File: config.mk
export PLATFORM = sky130hd
export DESIGN_NAME = dtp_pwm_unit
export DESIGN_NICKNAME = d
export VERILOG_FILES = /design/src/core/dtp_pwm_unit.v /design/src/core/dtp_ext_sync.v /design/src/core/dtp_pwm_chan.v
export VERILOG_INCLUDE_DIRS = /design/src /design/src/core
export SDC_FILE = /design/constraint.sdc
export NUM_CORES = 1
export LEC_CHECK = 0
export BUFFER_PORTS_ARGS = -buffer_cell sky130_fd_sc_hd__buf_2
export CAP_MARGIN = 20
export CORE_UTILIZATION = 42
export CTS_BUF_LIST = sky130_fd_sc_hd__clkbuf_8
export CTS_CLUSTER_DIAMETER = 50
export DETAILED_ROUTE_END_ITERATION = 7
export GPL_ROUTABILITY_DRIVEN = 0
export PLACE_DENSITY = 0.63
export RECOVER_POWER = 100
export SETUP_SLACK_MARGIN = 0.1
export SLEW_MARGIN = 20
export SYNTH_ARGS = -nofsm -noshare
export SYNTH_HDL_FRONTEND = slang
export SYNTH_SLANG_ARGS = --single-unit
File: constraint.sdc
create_clock -name clk -period 2.1 [get_ports clk]
set_input_delay 0.315 -clock clk [delete_from_list [all_inputs] [get_ports clk]]
set_output_delay 0.315 -clock clk [all_outputs]
set_load 0.03 [all_outputs]
File: src/core/dtp_regs.vh
`ifndef DTP_REGS_VH
`define DTP_REGS_VH

// register index = {bank, offset}; byte address = 4 * index
`define DTP_BANK0              2'd0
`define DTP_BANK1              2'd1
`define DTP_BANK2              2'd2
`define DTP_BANK3              2'd3
`define DTP_IDX_W              7

// printed offsets
`define DTP_OFS_TIMER1_COUNT   5'h10
`define DTP_OFS_TIMER2_COUNT   5'h11
`define DTP_OFS_TIMER1_PERIOD  5'h14
`define DTP_OFS_TIMER2_PERIOD  5'h15
`define DTP_OFS_IRQ_FLAGS      5'h16
`define DTP_OFS_IRQ_ENABLES    5'h17
`define DTP_OFS_PWM1_DUTY_LOW  5'h10
`define DTP_OFS_PWM2_DUTY_LOW  5'h11
`define DTP_OFS_PWM1_DUTY_HIGH 5'h12
`define DTP_OFS_PWM2_DUTY_HIGH 5'h13
`define DTP_OFS_TIMER_CFG      5'h16
`define DTP_OFS_TIMER_RUN      5'h17
// port pin registers
`define DTP_OFS_PORT_DATA      5'h01
`define DTP_OFS_PORT_DIR       5'h02

// timer configuration fields
`define DTP_BIT_CS1            0
`define DTP_BIT_CS2            1
`define DTP_BIT_CASCADE        3
// run control fields
`define DTP_BIT_RUN1           0
`define DTP_BIT_RUN2           1
`define DTP_BIT_PWM1_EN        4
`define DTP_BIT_PWM2_EN        5
`define DTP_RUN_WR_MASK        8'h3F
// flag fields
`define DTP_BIT_FLAG1          4
`define DTP_BIT_FLAG2          5
// duty low fields
`define DTP_BIT_BASE_SEL       5
`define DTP_DL_MSB             7
// port bit of the first wave pin
`define DTP_PORT_BIT_WAVE1     2

// reset values
`define DTP_RST_IRQ_FLAGS      8'h02
`define DTP_RST_REG            8'h00

// timing: one instruction cycle is four oscillator phases
`define DTP_PHASES_PER_CYCLE   4
`define DTP_SUB_W              2

`endif

File: src/core/dtp_pwm_unit.v
`timescale 1ns/1ps
`include "dtp_regs.vh"

module dtp_pwm_unit (
    // clock and reset
    input  wire        clk,
    input  wire        sys_rst,
    // ahb-lite slave
    input  wire        hsel,
    input  wire [31:0] haddr,
    input  wire [1:0]  htrans,
    input  wire        hwrite,
    input  wire [2:0]  hsize,
    input  wire        hready,
    input  wire [31:0] hwdata,
    output reg         hreadyout,
    output reg         hresp,
    output reg  [31:0] hrdata,
    // shared external clock pin
    input  wire        extClkPin,
    // first wave pin
    input  wire        wavePin1In,
    output wire        wavePin1Out,
    output wire        wavePin1Oe,
    // second wave pin
    input  wire        wavePin2In,
    output wire        wavePin2Out,
    output wire        wavePin2Oe
);
    localparam IW = `DTP_IDX_W;
    localparam NCH = 2;

    // phase divider
    reg  [1:0] qPhase_q;
    wire       cycleEn;
    wire       halfEn;

    // bus data phase
    reg          dataWr_q;
    reg          dataRd_q;
    reg          dataHit_q;
    reg [IW-1:0] dataIdx_q;
    wire         accept;
    wire [7:0]   wd;
    reg  [7:0]   rdMux;

    // software registers
    reg [7:0] timerCfg_q;
    reg [7:0] timerRun_q;
    reg [7:0] count1_q;
    reg [7:0] count2_q;
    reg [7:0] period1_q;
    reg [7:0] period2_q;
    reg [7:0] irqFlags_q;
    reg [7:0] irqFlags_d;
    reg [7:0] irqEnables_q;
    reg [7:0] portData_q;
    reg [7:0] portDir_q;
    reg       baseSel2_q;

    // write strobes
    wire wrCount1;
    wire wrCount2;
    wire wrPeriod1;
    wire wrPeriod2;
    wire wrFlags;
    wire wrEnables;
    wire wrCfg;
    wire wrRun;
    wire wrPortData;
    wire wrPortDir;
    wire [NCH-1:0] wrDutyHigh;
    wire [NCH-1:0] wrDutyLow;

    // timer control
    wire cascade;
    wire run1;
    wire run2;
    wire extFall;
    wire src1;
    wire src2;
    wire tick1;
    wire tick2;
    wire match16;
    wire roll1;
    wire roll2;

    // channel wiring
    wire [8*NCH-1:0]  chanCount;
    wire [NCH-1:0]    chanRoll;
    wire [10*NCH-1:0] chanDuty;
    wire [NCH-1:0]    chanLevel;
    wire [NCH-1:0]    chanEn;
    wire [NCH-1:0]    pinIn;

    // pin registers
    reg [NCH-1:0] pinSync1_q;
    reg [NCH-1:0] pinSync2_q;
    reg [NCH-1:0] pinOut_q;
    reg [NCH-1:0] pinOe_q;

    // oscillator phase counter; one instruction cycle per wrap
    always @(posedge clk) begin
        if (sys_rst)
            qPhase_q <= 2'h0;
        else
            qPhase_q <= qPhase_q + 2'h1;
    end

    assign cycleEn = (qPhase_q == 2'h3);
    assign halfEn  = qPhase_q[0];

    // ahb-lite: writes zero wait, reads one wait state
    assign accept = hsel & hready & htrans[1];
    assign wd     = hwdata[7:0];

    always @(posedge clk) begin
        if (sys_rst) begin
            dataWr_q  <= 1'b0;
            dataRd_q  <= 1'b0;
            dataHit_q <= 1'b0;
            dataIdx_q <= {IW{1'b0}};
            hreadyout <= 1'b1;
            hresp     <= 1'b0;
            hrdata    <= 32'h0000_0000;
        end else begin
            dataWr_q  <= accept & hwrite;
            dataRd_q  <= accept & ~hwrite;
            hreadyout <= ~(accept & ~hwrite);
            hresp     <= 1'b0;
            if (accept) begin
                dataIdx_q <= haddr[IW+1:2];
                dataHit_q <= (haddr[31:IW+2] == {(30-IW){1'b0}});
            end
            if (dataRd_q)
                hrdata <= {24'h00_0000, dataHit_q ? rdMux : 8'h00};
        end
    end

    // register decode
    assign wrCount1   = dataWr_q & dataHit_q & (dataIdx_q == {`DTP_BANK2, `DTP_OFS_TIMER1_COUNT});
    assign wrCount2   = dataWr_q & dataHit_q & (dataIdx_q == {`DTP_BANK2, `DTP_OFS_TIMER2_COUNT});
    assign wrPeriod1  = dataWr_q & dataHit_q & (dataIdx_q == {`DTP_BANK2, `DTP_OFS_TIMER1_PERIOD});
    assign wrPeriod2  = dataWr_q & dataHit_q & (dataIdx_q == {`DTP_BANK2, `DTP_OFS_TIMER2_PERIOD});
    assign wrFlags    = dataWr_q & dataHit_q & (dataIdx_q == {`DTP_BANK1, `DTP_OFS_IRQ_FLAGS});
    assign wrEnables  = dataWr_q & dataHit_q & (dataIdx_q == {`DTP_BANK1, `DTP_OFS_IRQ_ENABLES});
    assign wrCfg      = dataWr_q & dataHit_q & (dataIdx_q == {`DTP_BANK3, `DTP_OFS_TIMER_CFG});
    assign wrRun      = dataWr_q & dataHit_q & (dataIdx_q == {`DTP_BANK3, `DTP_OFS_TIMER_RUN});
    assign wrPortData = dataWr_q & dataHit_q & (dataIdx_q == {`DTP_BANK0, `DTP_OFS_PORT_DATA});
    assign wrPortDir  = dataWr_q & dataHit_q & (dataIdx_q == {`DTP_BANK0, `DTP_OFS_PORT_DIR});
    assign wrDutyHigh[0] = dataWr_q & dataHit_q & (dataIdx_q == {`DTP_BANK3, `DTP_OFS_PWM1_DUTY_HIGH});
    assign wrDutyHigh[1] = dataWr_q & dataHit_q & (dataIdx_q == {`DTP_BANK3, `DTP_OFS_PWM2_DUTY_HIGH});
    assign wrDutyLow[0]  = dataWr_q & dataHit_q & (dataIdx_q == {`DTP_BANK3, `DTP_OFS_PWM1_DUTY_LOW});
    assign wrDutyLow[1]  = dataWr_q & dataHit_q & (dataIdx_q == {`DTP_BANK3, `DTP_OFS_PWM2_DUTY_LOW});

    // read mux; duty registers show the active slave copy
    always @* begin
        rdMux = 8'h00;
        case (dataIdx_q)
            {`DTP_BANK2, `DTP_OFS_TIMER1_COUNT}:   rdMux = count1_q;
            {`DTP_BANK2, `DTP_OFS_TIMER2_COUNT}:   rdMux = count2_q;
            {`DTP_BANK2, `DTP_OFS_TIMER1_PERIOD}:  rdMux = period1_q;
            {`DTP_BANK2, `DTP_OFS_TIMER2_PERIOD}:  rdMux = period2_q;
            {`DTP_BANK1, `DTP_OFS_IRQ_FLAGS}:      rdMux = irqFlags_q;
            {`DTP_BANK1, `DTP_OFS_IRQ_ENABLES}:    rdMux = irqEnables_q;
            {`DTP_BANK3, `DTP_OFS_TIMER_CFG}:      rdMux = timerCfg_q;
            {`DTP_BANK3, `DTP_OFS_TIMER_RUN}:      rdMux = timerRun_q;
            {`DTP_BANK0, `DTP_OFS_PORT_DIR}:       rdMux = portDir_q;
            {`DTP_BANK0, `DTP_OFS_PORT_DATA}: begin
                rdMux = portData_q;
                rdMux[`DTP_PORT_BIT_WAVE1]     = pinSync2_q[0];
                rdMux[`DTP_PORT_BIT_WAVE1 + 1] = pinSync2_q[1];
            end
            {`DTP_BANK3, `DTP_OFS_PWM1_DUTY_HIGH}: rdMux = chanDuty[9:2];
            {`DTP_BANK3, `DTP_OFS_PWM2_DUTY_HIGH}: rdMux = chanDuty[19:12];
            {`DTP_BANK3, `DTP_OFS_PWM1_DUTY_LOW}:  rdMux = {chanDuty[1:0], 6'h00};
            {`DTP_BANK3, `DTP_OFS_PWM2_DUTY_LOW}:  rdMux = {chanDuty[11:10], baseSel2_q, 5'h00};
            default:                               rdMux = 8'h00;
        endcase
    end

    // control registers
    always @(posedge clk) begin
        if (sys_rst) begin
            timerCfg_q   <= `DTP_RST_REG;
            timerRun_q   <= `DTP_RST_REG;
            period1_q    <= `DTP_RST_REG;
            period2_q    <= `DTP_RST_REG;
            irqEnables_q <= `DTP_RST_REG;
            portData_q   <= `DTP_RST_REG;
            portDir_q    <= `DTP_RST_REG;
            baseSel2_q   <= 1'b0;
        end else begin
            if (wrCfg)
                timerCfg_q <= wd;
            if (wrRun)
                timerRun_q <= wd & `DTP_RUN_WR_MASK;
            if (wrPeriod1)
                period1_q <= wd;
            if (wrPeriod2)
                period2_q <= wd;
            if (wrEnables)
                irqEnables_q <= wd;
            if (wrPortData)
                portData_q <= wd;
            if (wrPortDir)
                portDir_q <= wd;
            if (wrDutyLow[1])
                baseSel2_q <= wd[`DTP_BIT_BASE_SEL];
        end
    end

    // external clock pin synchroniser and edge detector
    dtp_ext_sync u_ext (
        .clk       (clk),
        .sys_rst   (sys_rst),
        .pinLevel  (extClkPin),
        .sampleEn  (halfEn),
        .fallPulse (extFall)
    );

    // timer clocking
    assign cascade = timerCfg_q[`DTP_BIT_CASCADE];
    assign run1    = timerRun_q[`DTP_BIT_RUN1];
    assign run2    = timerRun_q[`DTP_BIT_RUN2];
    assign src1    = timerCfg_q[`DTP_BIT_CS1] ? extFall : cycleEn;
    assign src2    = timerCfg_q[`DTP_BIT_CS2] ? extFall : cycleEn;
    assign tick1   = run1 & src1;
    assign tick2   = run2 & src2 & ~cascade;
    assign match16 = ({count2_q, count1_q} == {period2_q, period1_q});
    assign roll1   = tick1 & (cascade ? (run2 & match16) : (count1_q == period1_q));
    assign roll2   = tick2 & (count2_q == period2_q);

    // low counter
    always @(posedge clk) begin
        if (sys_rst)
            count1_q <= `DTP_RST_REG;
        else if (wrCount1)
            count1_q <= wd;
        else if (roll1)
            count1_q <= 8'h00;
        else if (tick1)
            count1_q <= count1_q + 8'h01;
    end

    // high counter: own timer, or upper byte in cascade
    always @(posedge clk) begin
        if (sys_rst)
            count2_q <= `DTP_RST_REG;
        else if (wrCount2)
            count2_q <= wd;
        else if (cascade) begin
            if (roll1)
                count2_q <= 8'h00;
            else if (tick1 & run2 & (count1_q == 8'hFF))
                count2_q <= count2_q + 8'h01;
        end else if (roll2)
            count2_q <= 8'h00;
        else if (tick2)
            count2_q <= count2_q + 8'h01;
    end

    // flags: a hardware set wins over a software write
    always @* begin
        irqFlags_d = wrFlags ? wd : irqFlags_q;
        if (roll1)
            irqFlags_d[`DTP_BIT_FLAG1] = 1'b1;
        if (roll2)
            irqFlags_d[`DTP_BIT_FLAG2] = 1'b1;
    end

    always @(posedge clk) begin
        if (sys_rst)
            irqFlags_q <= `DTP_RST_IRQ_FLAGS;
        else
            irqFlags_q <= irqFlags_d;
    end

    // time-base routing per channel
    assign chanCount[7:0]  = count1_q;
    assign chanRoll[0]     = roll1;
    assign chanCount[15:8] = baseSel2_q ? count2_q : count1_q;
    assign chanRoll[1]     = baseSel2_q ? roll2 : roll1;
    assign chanEn[0]       = timerRun_q[`DTP_BIT_PWM1_EN];
    assign chanEn[1]       = timerRun_q[`DTP_BIT_PWM2_EN];
    assign pinIn           = {wavePin2In, wavePin1In};

    genvar g;
    generate
        for (g = 0; g < NCH; g = g + 1) begin : gChan
            dtp_pwm_chan #(
                .CW (8),
                .SW (`DTP_SUB_W)
            ) u_chan (
                .clk       (clk),
                .sys_rst   (sys_rst),
                .wrHigh    (wrDutyHigh[g]),
                .wrLow     (wrDutyLow[g]),
                .wrData    (wd),
                .roll      (chanRoll[g]),
                .count     (chanCount[8*g+7:8*g]),
                .subPhase  (qPhase_q),
                .slaveDuty (chanDuty[10*g+9:10*g]),
                .level     (chanLevel[g])
            );

            // pin mux: enabled wave forces drive; else port latch and direction
            always @(posedge clk) begin
                if (sys_rst) begin
                    pinSync1_q[g] <= 1'b0;
                    pinSync2_q[g] <= 1'b0;
                    pinOut_q[g]   <= 1'b0;
                    pinOe_q[g]    <= 1'b0;
                end else begin
                    pinSync1_q[g] <= pinIn[g];
                    pinSync2_q[g] <= pinSync1_q[g];
                    if (chanEn[g]) begin
                        pinOut_q[g] <= chanLevel[g];
                        pinOe_q[g]  <= 1'b1;
                    end else begin
                        pinOut_q[g] <= portData_q[`DTP_PORT_BIT_WAVE1 + g];
                        pinOe_q[g]  <= ~portDir_q[`DTP_PORT_BIT_WAVE1 + g];
                    end
                end
            end
        end
    endgenerate

    assign wavePin1Out = pinOut_q[0];
    assign wavePin1Oe  = pinOe_q[0];
    assign wavePin2Out = pinOut_q[1];
    assign wavePin2Oe  = pinOe_q[1];
endmodule

File: src/core/dtp_ext_sync.v
`timescale 1ns/1ps
`include "dtp_regs.vh"

// synchronises the shared clock pin and reports falling edges
module dtp_ext_sync (
    // clock and reset
    input  wire clk,
    input  wire sys_rst,
    // pin and sample strobe
    input  wire pinLevel,
    input  wire sampleEn,
    // result
    output reg  fallPulse
);
    reg sync1_q;
    reg sync2_q;
    reg sample_q;

    always @(posedge clk) begin
        if (sys_rst) begin
            sync1_q   <= 1'b1;
            sync2_q   <= 1'b1;
            sample_q  <= 1'b1;
            fallPulse <= 1'b0;
        end else begin
            sync1_q   <= pinLevel;
            sync2_q   <= sync1_q;
            fallPulse <= 1'b0;
            if (sampleEn) begin
                sample_q  <= sync2_q;
                fallPulse <= sample_q & ~sync2_q;
            end
        end
    end
endmodule

File: src/core/dtp_pwm_chan.v
`timescale 1ns/1ps
`include "dtp_regs.vh"

// one wave channel: double-buffered duty and compare
module dtp_pwm_chan #(
    parameter CW = 8,
    parameter SW = `DTP_SUB_W
) (
    // clock and reset
    input  wire               clk,
    input  wire               sys_rst,
    // duty writes
    input  wire               wrHigh,
    input  wire               wrLow,
    input  wire [7:0]         wrData,
    // time-base
    input  wire               roll,
    input  wire [CW-1:0]      count,
    input  wire [SW-1:0]      subPhase,
    // results
    output reg  [CW+SW-1:0]   slaveDuty,
    output reg                level
);
    reg [CW-1:0] masterHi_q;
    reg [SW-1:0] masterLo_q;

    always @(posedge clk) begin
        if (sys_rst) begin
            masterHi_q <= {CW{1'b0}};
            masterLo_q <= {SW{1'b0}};
            slaveDuty  <= {(CW+SW){1'b0}};
            level      <= 1'b0;
        end else begin
            if (wrHigh)
                masterHi_q <= wrData[CW-1:0];
            if (wrLow)
                masterLo_q <= wrData[`DTP_DL_MSB -: SW];
            if (roll)
                slaveDuty <= {masterHi_q, masterLo_q};
            // high while count is below duty; zero duty never goes high
            level <= ({count, subPhase} < slaveDuty);
        end
    end
endmodule

=== Word-level counts from Yosys, hierarchy flattened ===
Cells that the tools add are included.

* Output and inout port bits: 38
* Bits of input ports: 77
* ROM bits: 0
* Memories kept: 0
* Flip-flop bits (word level): 154
* Bits in writable memories: 0
* Bits in latches: 0

* Shift operators: 0
* Equal/unequal tests: 20
* Multiply operators: 0
* Mux-type cells: 23
* $lt $le $gt $ge: 2
* Bitwise logic cells: 35
* Div/mod/pow operators: 0
* Add/subtract/negate cells: 3
* Reductions and logical operators: 7

{| class="wikitable"
|+ Operators by type and width
! cell !! number
|-
| 8-bit case mux with 14 select lines || 1
|-
| 8-bit two-way mux || 11
|-
| 7-bit equality test, second input constant || 10
|-
| 1-bit bitwise AND || 28
|-
| 23-bit logical NOT || 1
|-
| 10-bit less-than comparator || 2
|-
| 8-bit by 1-bit adder with 8-bit output, second input constant || 2
|-
| 16-bit equality test || 1
|-
| 8-bit equality test || 2
|-
| 7-bit by 6-bit equality test with 1-bit output, second input constant || 2
|-
| 1-bit two-way mux || 10
|-
| 8-bit equality test, second input constant || 1
|-
| 7-bit by 1-bit equality test with 1-bit output, second input constant || 1
|-
| 7-bit by 2-bit equality test with 1-bit output, second input constant || 1
|-
| 1-bit inverter || 7
|-
| 6-bit two-way mux || 1
|-
| 4-bit by 1-bit inequality test with 1-bit output, second input constant || 1
|-
| 2-bit nonzero test || 2
|-
| 4-bit nonzero test || 1
|-
| 3-bit nonzero test || 1
|-
| 2-bit by 1-bit adder with 2-bit output, second input constant || 1
|-
| 2-bit equality test, second input constant || 1
|-
| 2-bit AND reduction || 1
|-
| 2-bit OR reduction || 1
|}

=== Longest topological paths before layout ===
* Word-level depth: 9
* Gate-level depth with buffers: 10

=== Modules after synthesis ===
From an unflattened synthesis, not the netlist that was laid out.

* Cells, all modules: 930
* Area, all modules: 8121.5 um^2

{| class="wikitable"
|+ Modules (own cells, without submodules)
! module !! cells each !! times used !! area each (um^2)
|-
| dtp_pwm_unit || 727 || 1 || 6112.1
|-
| dtp_pwm_chan || 97 || 2 || 944.7
|-
| dtp_ext_sync || 9 || 1 || 120.1
|}

=== Worst setup path before layout ===
Ideal clock, no wire load.

* Path type: register to register
* Start: reg count1_q[3]
* End: reg gChan[0].u_chan.slaveDuty[4]
* Stages on the path, launching flop included: 9
* Setup time: 0.128 ns
* Arrival time: 2.060 ns
* Path slack: -0.087 ns
* Clock period less this slack: 2.187 ns
* Path through: dfxtp_1 > buf_2 > xor2_1 > or4b_4 > or4_1 > buf_6 > buf_6 > mux2i_1 > nor2_1

* Longest elaborated chain between the ends: 4
* Elaborated cells between the ends (all ways): 5

{| class="wikitable"
|+ RTL lines
! element !! line !! RTL
|-
| start, declared || dtp_pwm_unit.v:50 || <nowiki>reg [7:0] count1_q;</nowiki>
|-
| start signal, assigned || dtp_pwm_unit.v:237 || <nowiki>count1_q <= `DTP_RST_REG;</nowiki>
|-
| start signal, assigned || dtp_pwm_unit.v:239 || <nowiki>count1_q <= wd;</nowiki>
|-
| start signal, assigned || dtp_pwm_unit.v:243 || <nowiki>count1_q <= count1_q + 8'h01;</nowiki>
|-
| 16-bit equality test || dtp_pwm_unit.v:230 || <nowiki>assign match16 = ({count2_q, count1_q} == {period2_q, period1_q});</nowiki>
|-
| 1-bit bitwise AND || dtp_pwm_unit.v:231 || <nowiki>assign roll1 = tick1 & (cascade ? (run2 & match16) : (count1_q == period1_q));</nowiki>
|-
| 1-bit two-way mux * || dtp_pwm_unit.v:231 ||
|-
| 1-bit bitwise AND * || dtp_pwm_unit.v:231 ||
|-
| end signal, assigned || dtp_pwm_chan.v:31 || <nowiki>slaveDuty <= {(CW+SW){1'b0}};</nowiki>
|-
| end signal, assigned || dtp_pwm_chan.v:39 || <nowiki>slaveDuty <= {masterHi_q, masterLo_q};</nowiki>
|-
| end, declared || dtp_pwm_chan.v:21 || <nowiki>output reg [CW+SW-1:0] slaveDuty,</nowiki>
|}

Every way passes the cells marked *; elsewhere a longest branch is shown, timed or not.
A chain may end at the register's enable or synchronous reset.

=== Worst setup path after layout ===
* Start: reg count1_q[0]
* End: reg gChan[0].u_chan.slaveDuty[0]

The elaborated chain is that of the path after synthesis.

==> results.yml <==
run_status:
  outcome: "finished with violations"
  violations: "setup timing"
sta:
  post-route-period-util_pct: 105.9
  max_freq_ghz: 0.4496
  fin_tns_setup_ns: -1.942
  period_needed_ns: 2.224
  slew_viol_final: 0
  rsz0062_at_grt: "true"
  setup_viol: 31
  worst_slew_pin_slew_ns: 0.5282
  fin_skew_ns: 0.02526
  hold_viol: 0
  slew_headroom_pct: 64.79
  worst_slack_ns: -0.1244
clocking:
  clockBufferDepth: 2
  htreeDepth: 4
  numCtsBuffers: 17
  clock-root-buffer: "clkbuf_8"
  clk_latency_ns: 0.49
  cts.clk_slew.worst_paths_ns: 0.11
  clock-sinks: 154
  cts_tree: "yes"
global_route:
  antenna_found_initial: 0
  grt_max_degree: 94
  grt_overflow_total: 0
  grt_pass1_vias: 6850
  grt_pass1_wl_um: 38560
  grt_use_total_pct: 25.87
setup_path:
  rrSetupSlack_ns: -0.12
  cp-start-kind: "flip-flop"
  arrival_ns: 2.58
  reg2reg_to: "gChan[0].u_chan.slaveDuty[0]$_SDFFE_PP0N_"
  crit_required_ns: 2.45
  end_kind: "flip-flop"
  cp-startpoint: "count1_q[0]$_SDFFE_PP0P_"
  r2r-start: "count1_q[0]$_SDFFE_PP0P_"
  r2r_cells: 5
  crit_fanout: 19
  crit_type: "reg2reg"
  crit_end: "gChan[0].u_chan.slaveDuty[0]$_SDFFE_PP0N_"
synthesis:
  synthCells: 933
  synth.yosys.warnings: 0
  ys_top_cells_by_count: "154 x dfxtp_1, 111 x nor2_1, 98 x mux2i_1"
  synth_ff_type: "dfxtp_1"
  synth_cell_types: 64
  yosysMostFrequentCell: "dfxtp_1"
  synth_seq_area_share_pct: 38.26
  synth_top_area_share_pct: 38.26
  synth_edf_count: 0
  synthArstFlopShare_pct: 0
  ys_top_cells_by_area: "dfxtp_1 38%, mux2i_1 12%, nor2_1 5.2%, nand2_1 3.7%, nand3_1 3.4%"
  synth_area_um2: 8058
  synth_seq_cells: 154
  syn_area_per_cell_um2: 8.636
  synth_area_leader_cell: "dfxtp_1"
pwr:
  p_per_area_nw_per_um2: 603.6
  cellLeakagePower_nw: 3.946
  ir_drop_mv: 0.3023
cells_and_area:
  fillers: 1771
  drive_above_1_share_pct: 26.32
  final_area_um2: 9799
  area.growth.synth_to_final_pct: 21.61
  nNetsFinal: 1149
  final_cell_count_no_fill: 1298
  diodes: 0
drt:
  wl_per_cell_um: 19.46
  wl_um: 25260
  routed_via_density: 5.706
  initialDrtViolationCount: 615
  vias: 7406
  firstDrtPassIters: 6
  ant_nets: 0
  drc: 0
hold_path:
  min_from: "hwrite"
  min_path_type: "in2reg"
placement:
  io_buffer_count: 59
  placed_area_um2: 9087
  dp_cells: 1256
  post-dp-hpwl_um: 17740
floorplan:
  core-area_um2: 18770
  die_h_um: 140.5
  io_pins: 115
  initial_utilization_pct: 42.93
  die_area_um2: 19740
  placementRows: 50
  die_w_um: 140.5
flow_run:
  cap_violations: 0
how the worst min path moves through the flow:
stage / endpoint / slack (ns) / depth (start not counted)
finish: dataRd_q$_SDFF_PP0_ / 0.03 / 2
global route: pinSync1_q[0]$_SDFF_PP0_ / 0.04 / 2
CTS: u_ext.sync1_q$_SDFF_PP1_ / 0.01 / 2
detailed placement: u_ext.sync2_q$_SDFF_PP1_ / 0.41 / 1
global placement: u_ext.sync2_q$_SDFF_PP1_ / 0.41 / 1
floorplan: u_ext.sync2_q$_SDFF_PP1_ / 0.39 / 1
worst max-delay path, cell delays in order (launching register included):
cell     delay, ns
dfxtp_2       0.35
xor2_1        0.17
or4b_4        0.53
or4_4         0.74
mux2i_1       0.23
nor2_1        0.06
power breakdown:
part | switching, mW | internal, mW
sequential | 0.0242 | 2.95
combinational | 0.354 | 0.187
clock | 1.29 | 1.12
total | 1.66 | 4.25
through the flow:
step | power [mW] | hold WS (ns) | setup slack (ns) | utilization, %
CTS | 5.885 | 0.01044 | -0.08548 | 51.03
global route | 6.093 | 0.04396 | -0.2022 | 52.21
finish | 5.915 | 0.03327 | -0.1244 | 52.21
floorplan | 3.354 | 0.3895 | -0.06008 | -
detailed placement | 3.536 | 0.4089 | -0.1497 | 48.42
global placement | 3.534 | 0.4081 | -0.1030 | 48.42
placed cells by master, fill, tap and decap left out, types with 11 or more instances in the layout:
cell | Yosys | layout
dfxtp_1 | 154 | 144
nor2_1 | 111 | 107
buf_4 | 26 | 100
mux2i_1 | 98 | 98
nand2_1 | 79 | 76
buf_2 | 10 | 58
nand3_1 | 55 | 51
a21oi_1 | 47 | 45
inv_1 | 32 | 32
conb_1 | 1 | 25
ha_1 | 21 | 20
clkbuf_8 | 0 | 18
mux2_2 | 17 | 16
nand4_1 | 13 | 13
nor3_1 | 14 | 12
xor2_1 | 11 | 11
sequential cells by signal, summed over array words and instances (netlist names), 2 cells and up:
signal                   cells
pinSync1_q                   2
count1_q                     8
count2_q                     8
timerCfg_q                   8
timerRun_q                   6
period2_q                    8
gChan.u_chan.level           2
portData_q                   8
dataIdx_q                    7
gChan.u_chan.slaveDuty      20
period1_q                    8
qPhase_q                     2
pinSync2_q                   2
gChan.u_chan.masterHi_q     16
hrdata                       8
irqEnables_q                 8
portDir_q                    8
gChan.u_chan.masterLo_q      4
irqFlags_q                   8
cells by family after synthesis:
family,Yosys count,synth area share (%)
simple gates,352,22.10
xor+xnor,20,2.174
compound gates,144,12.10
fa+ha+maj,21,3.261
mux,116,14.69
flops,154,38.26
buf+inv,125,7.376
other cells,1,0.04654
routing by layer:
metal	up-vias	GRT usage [%]	part of all wire [%]
li1	3487	-	-
met1	3595	34.20	44
met2	278	42.84	47
met3	46	3.795	5.8
met4	0	9.382	2.6
met5	-	0	0
what timing repair did:
action                                 CTS  global route
buffers inserted                         4             4
cloned                                   1             0
pin swaps                                8            14
setup endpoints to repair               71            80
endpoints found under the hold margin    0             1
resized for setup                       17            48
hold buffers                             0             1
final cells by class:
| class | count | area, um2 | area share, % |
|---|---|---|---|
| Tap cell | 234 | 292.8 | 2.988 |
| Inverter | 33 | 123.9 | 1.264 |
| Timing Repair Buffer | 167 | 1167 | 11.91 |
| Sequential cell | 154 | 3098 | 31.61 |
| Multi-Input combinational cell | 678 | 4711 | 48.07 |
| Clock buffer | 18 | 247.7 | 2.528 |
| Clock inverter | 14 | 158.9 | 1.622 |
No activity file was read; power rests on OpenSTA's default activity.
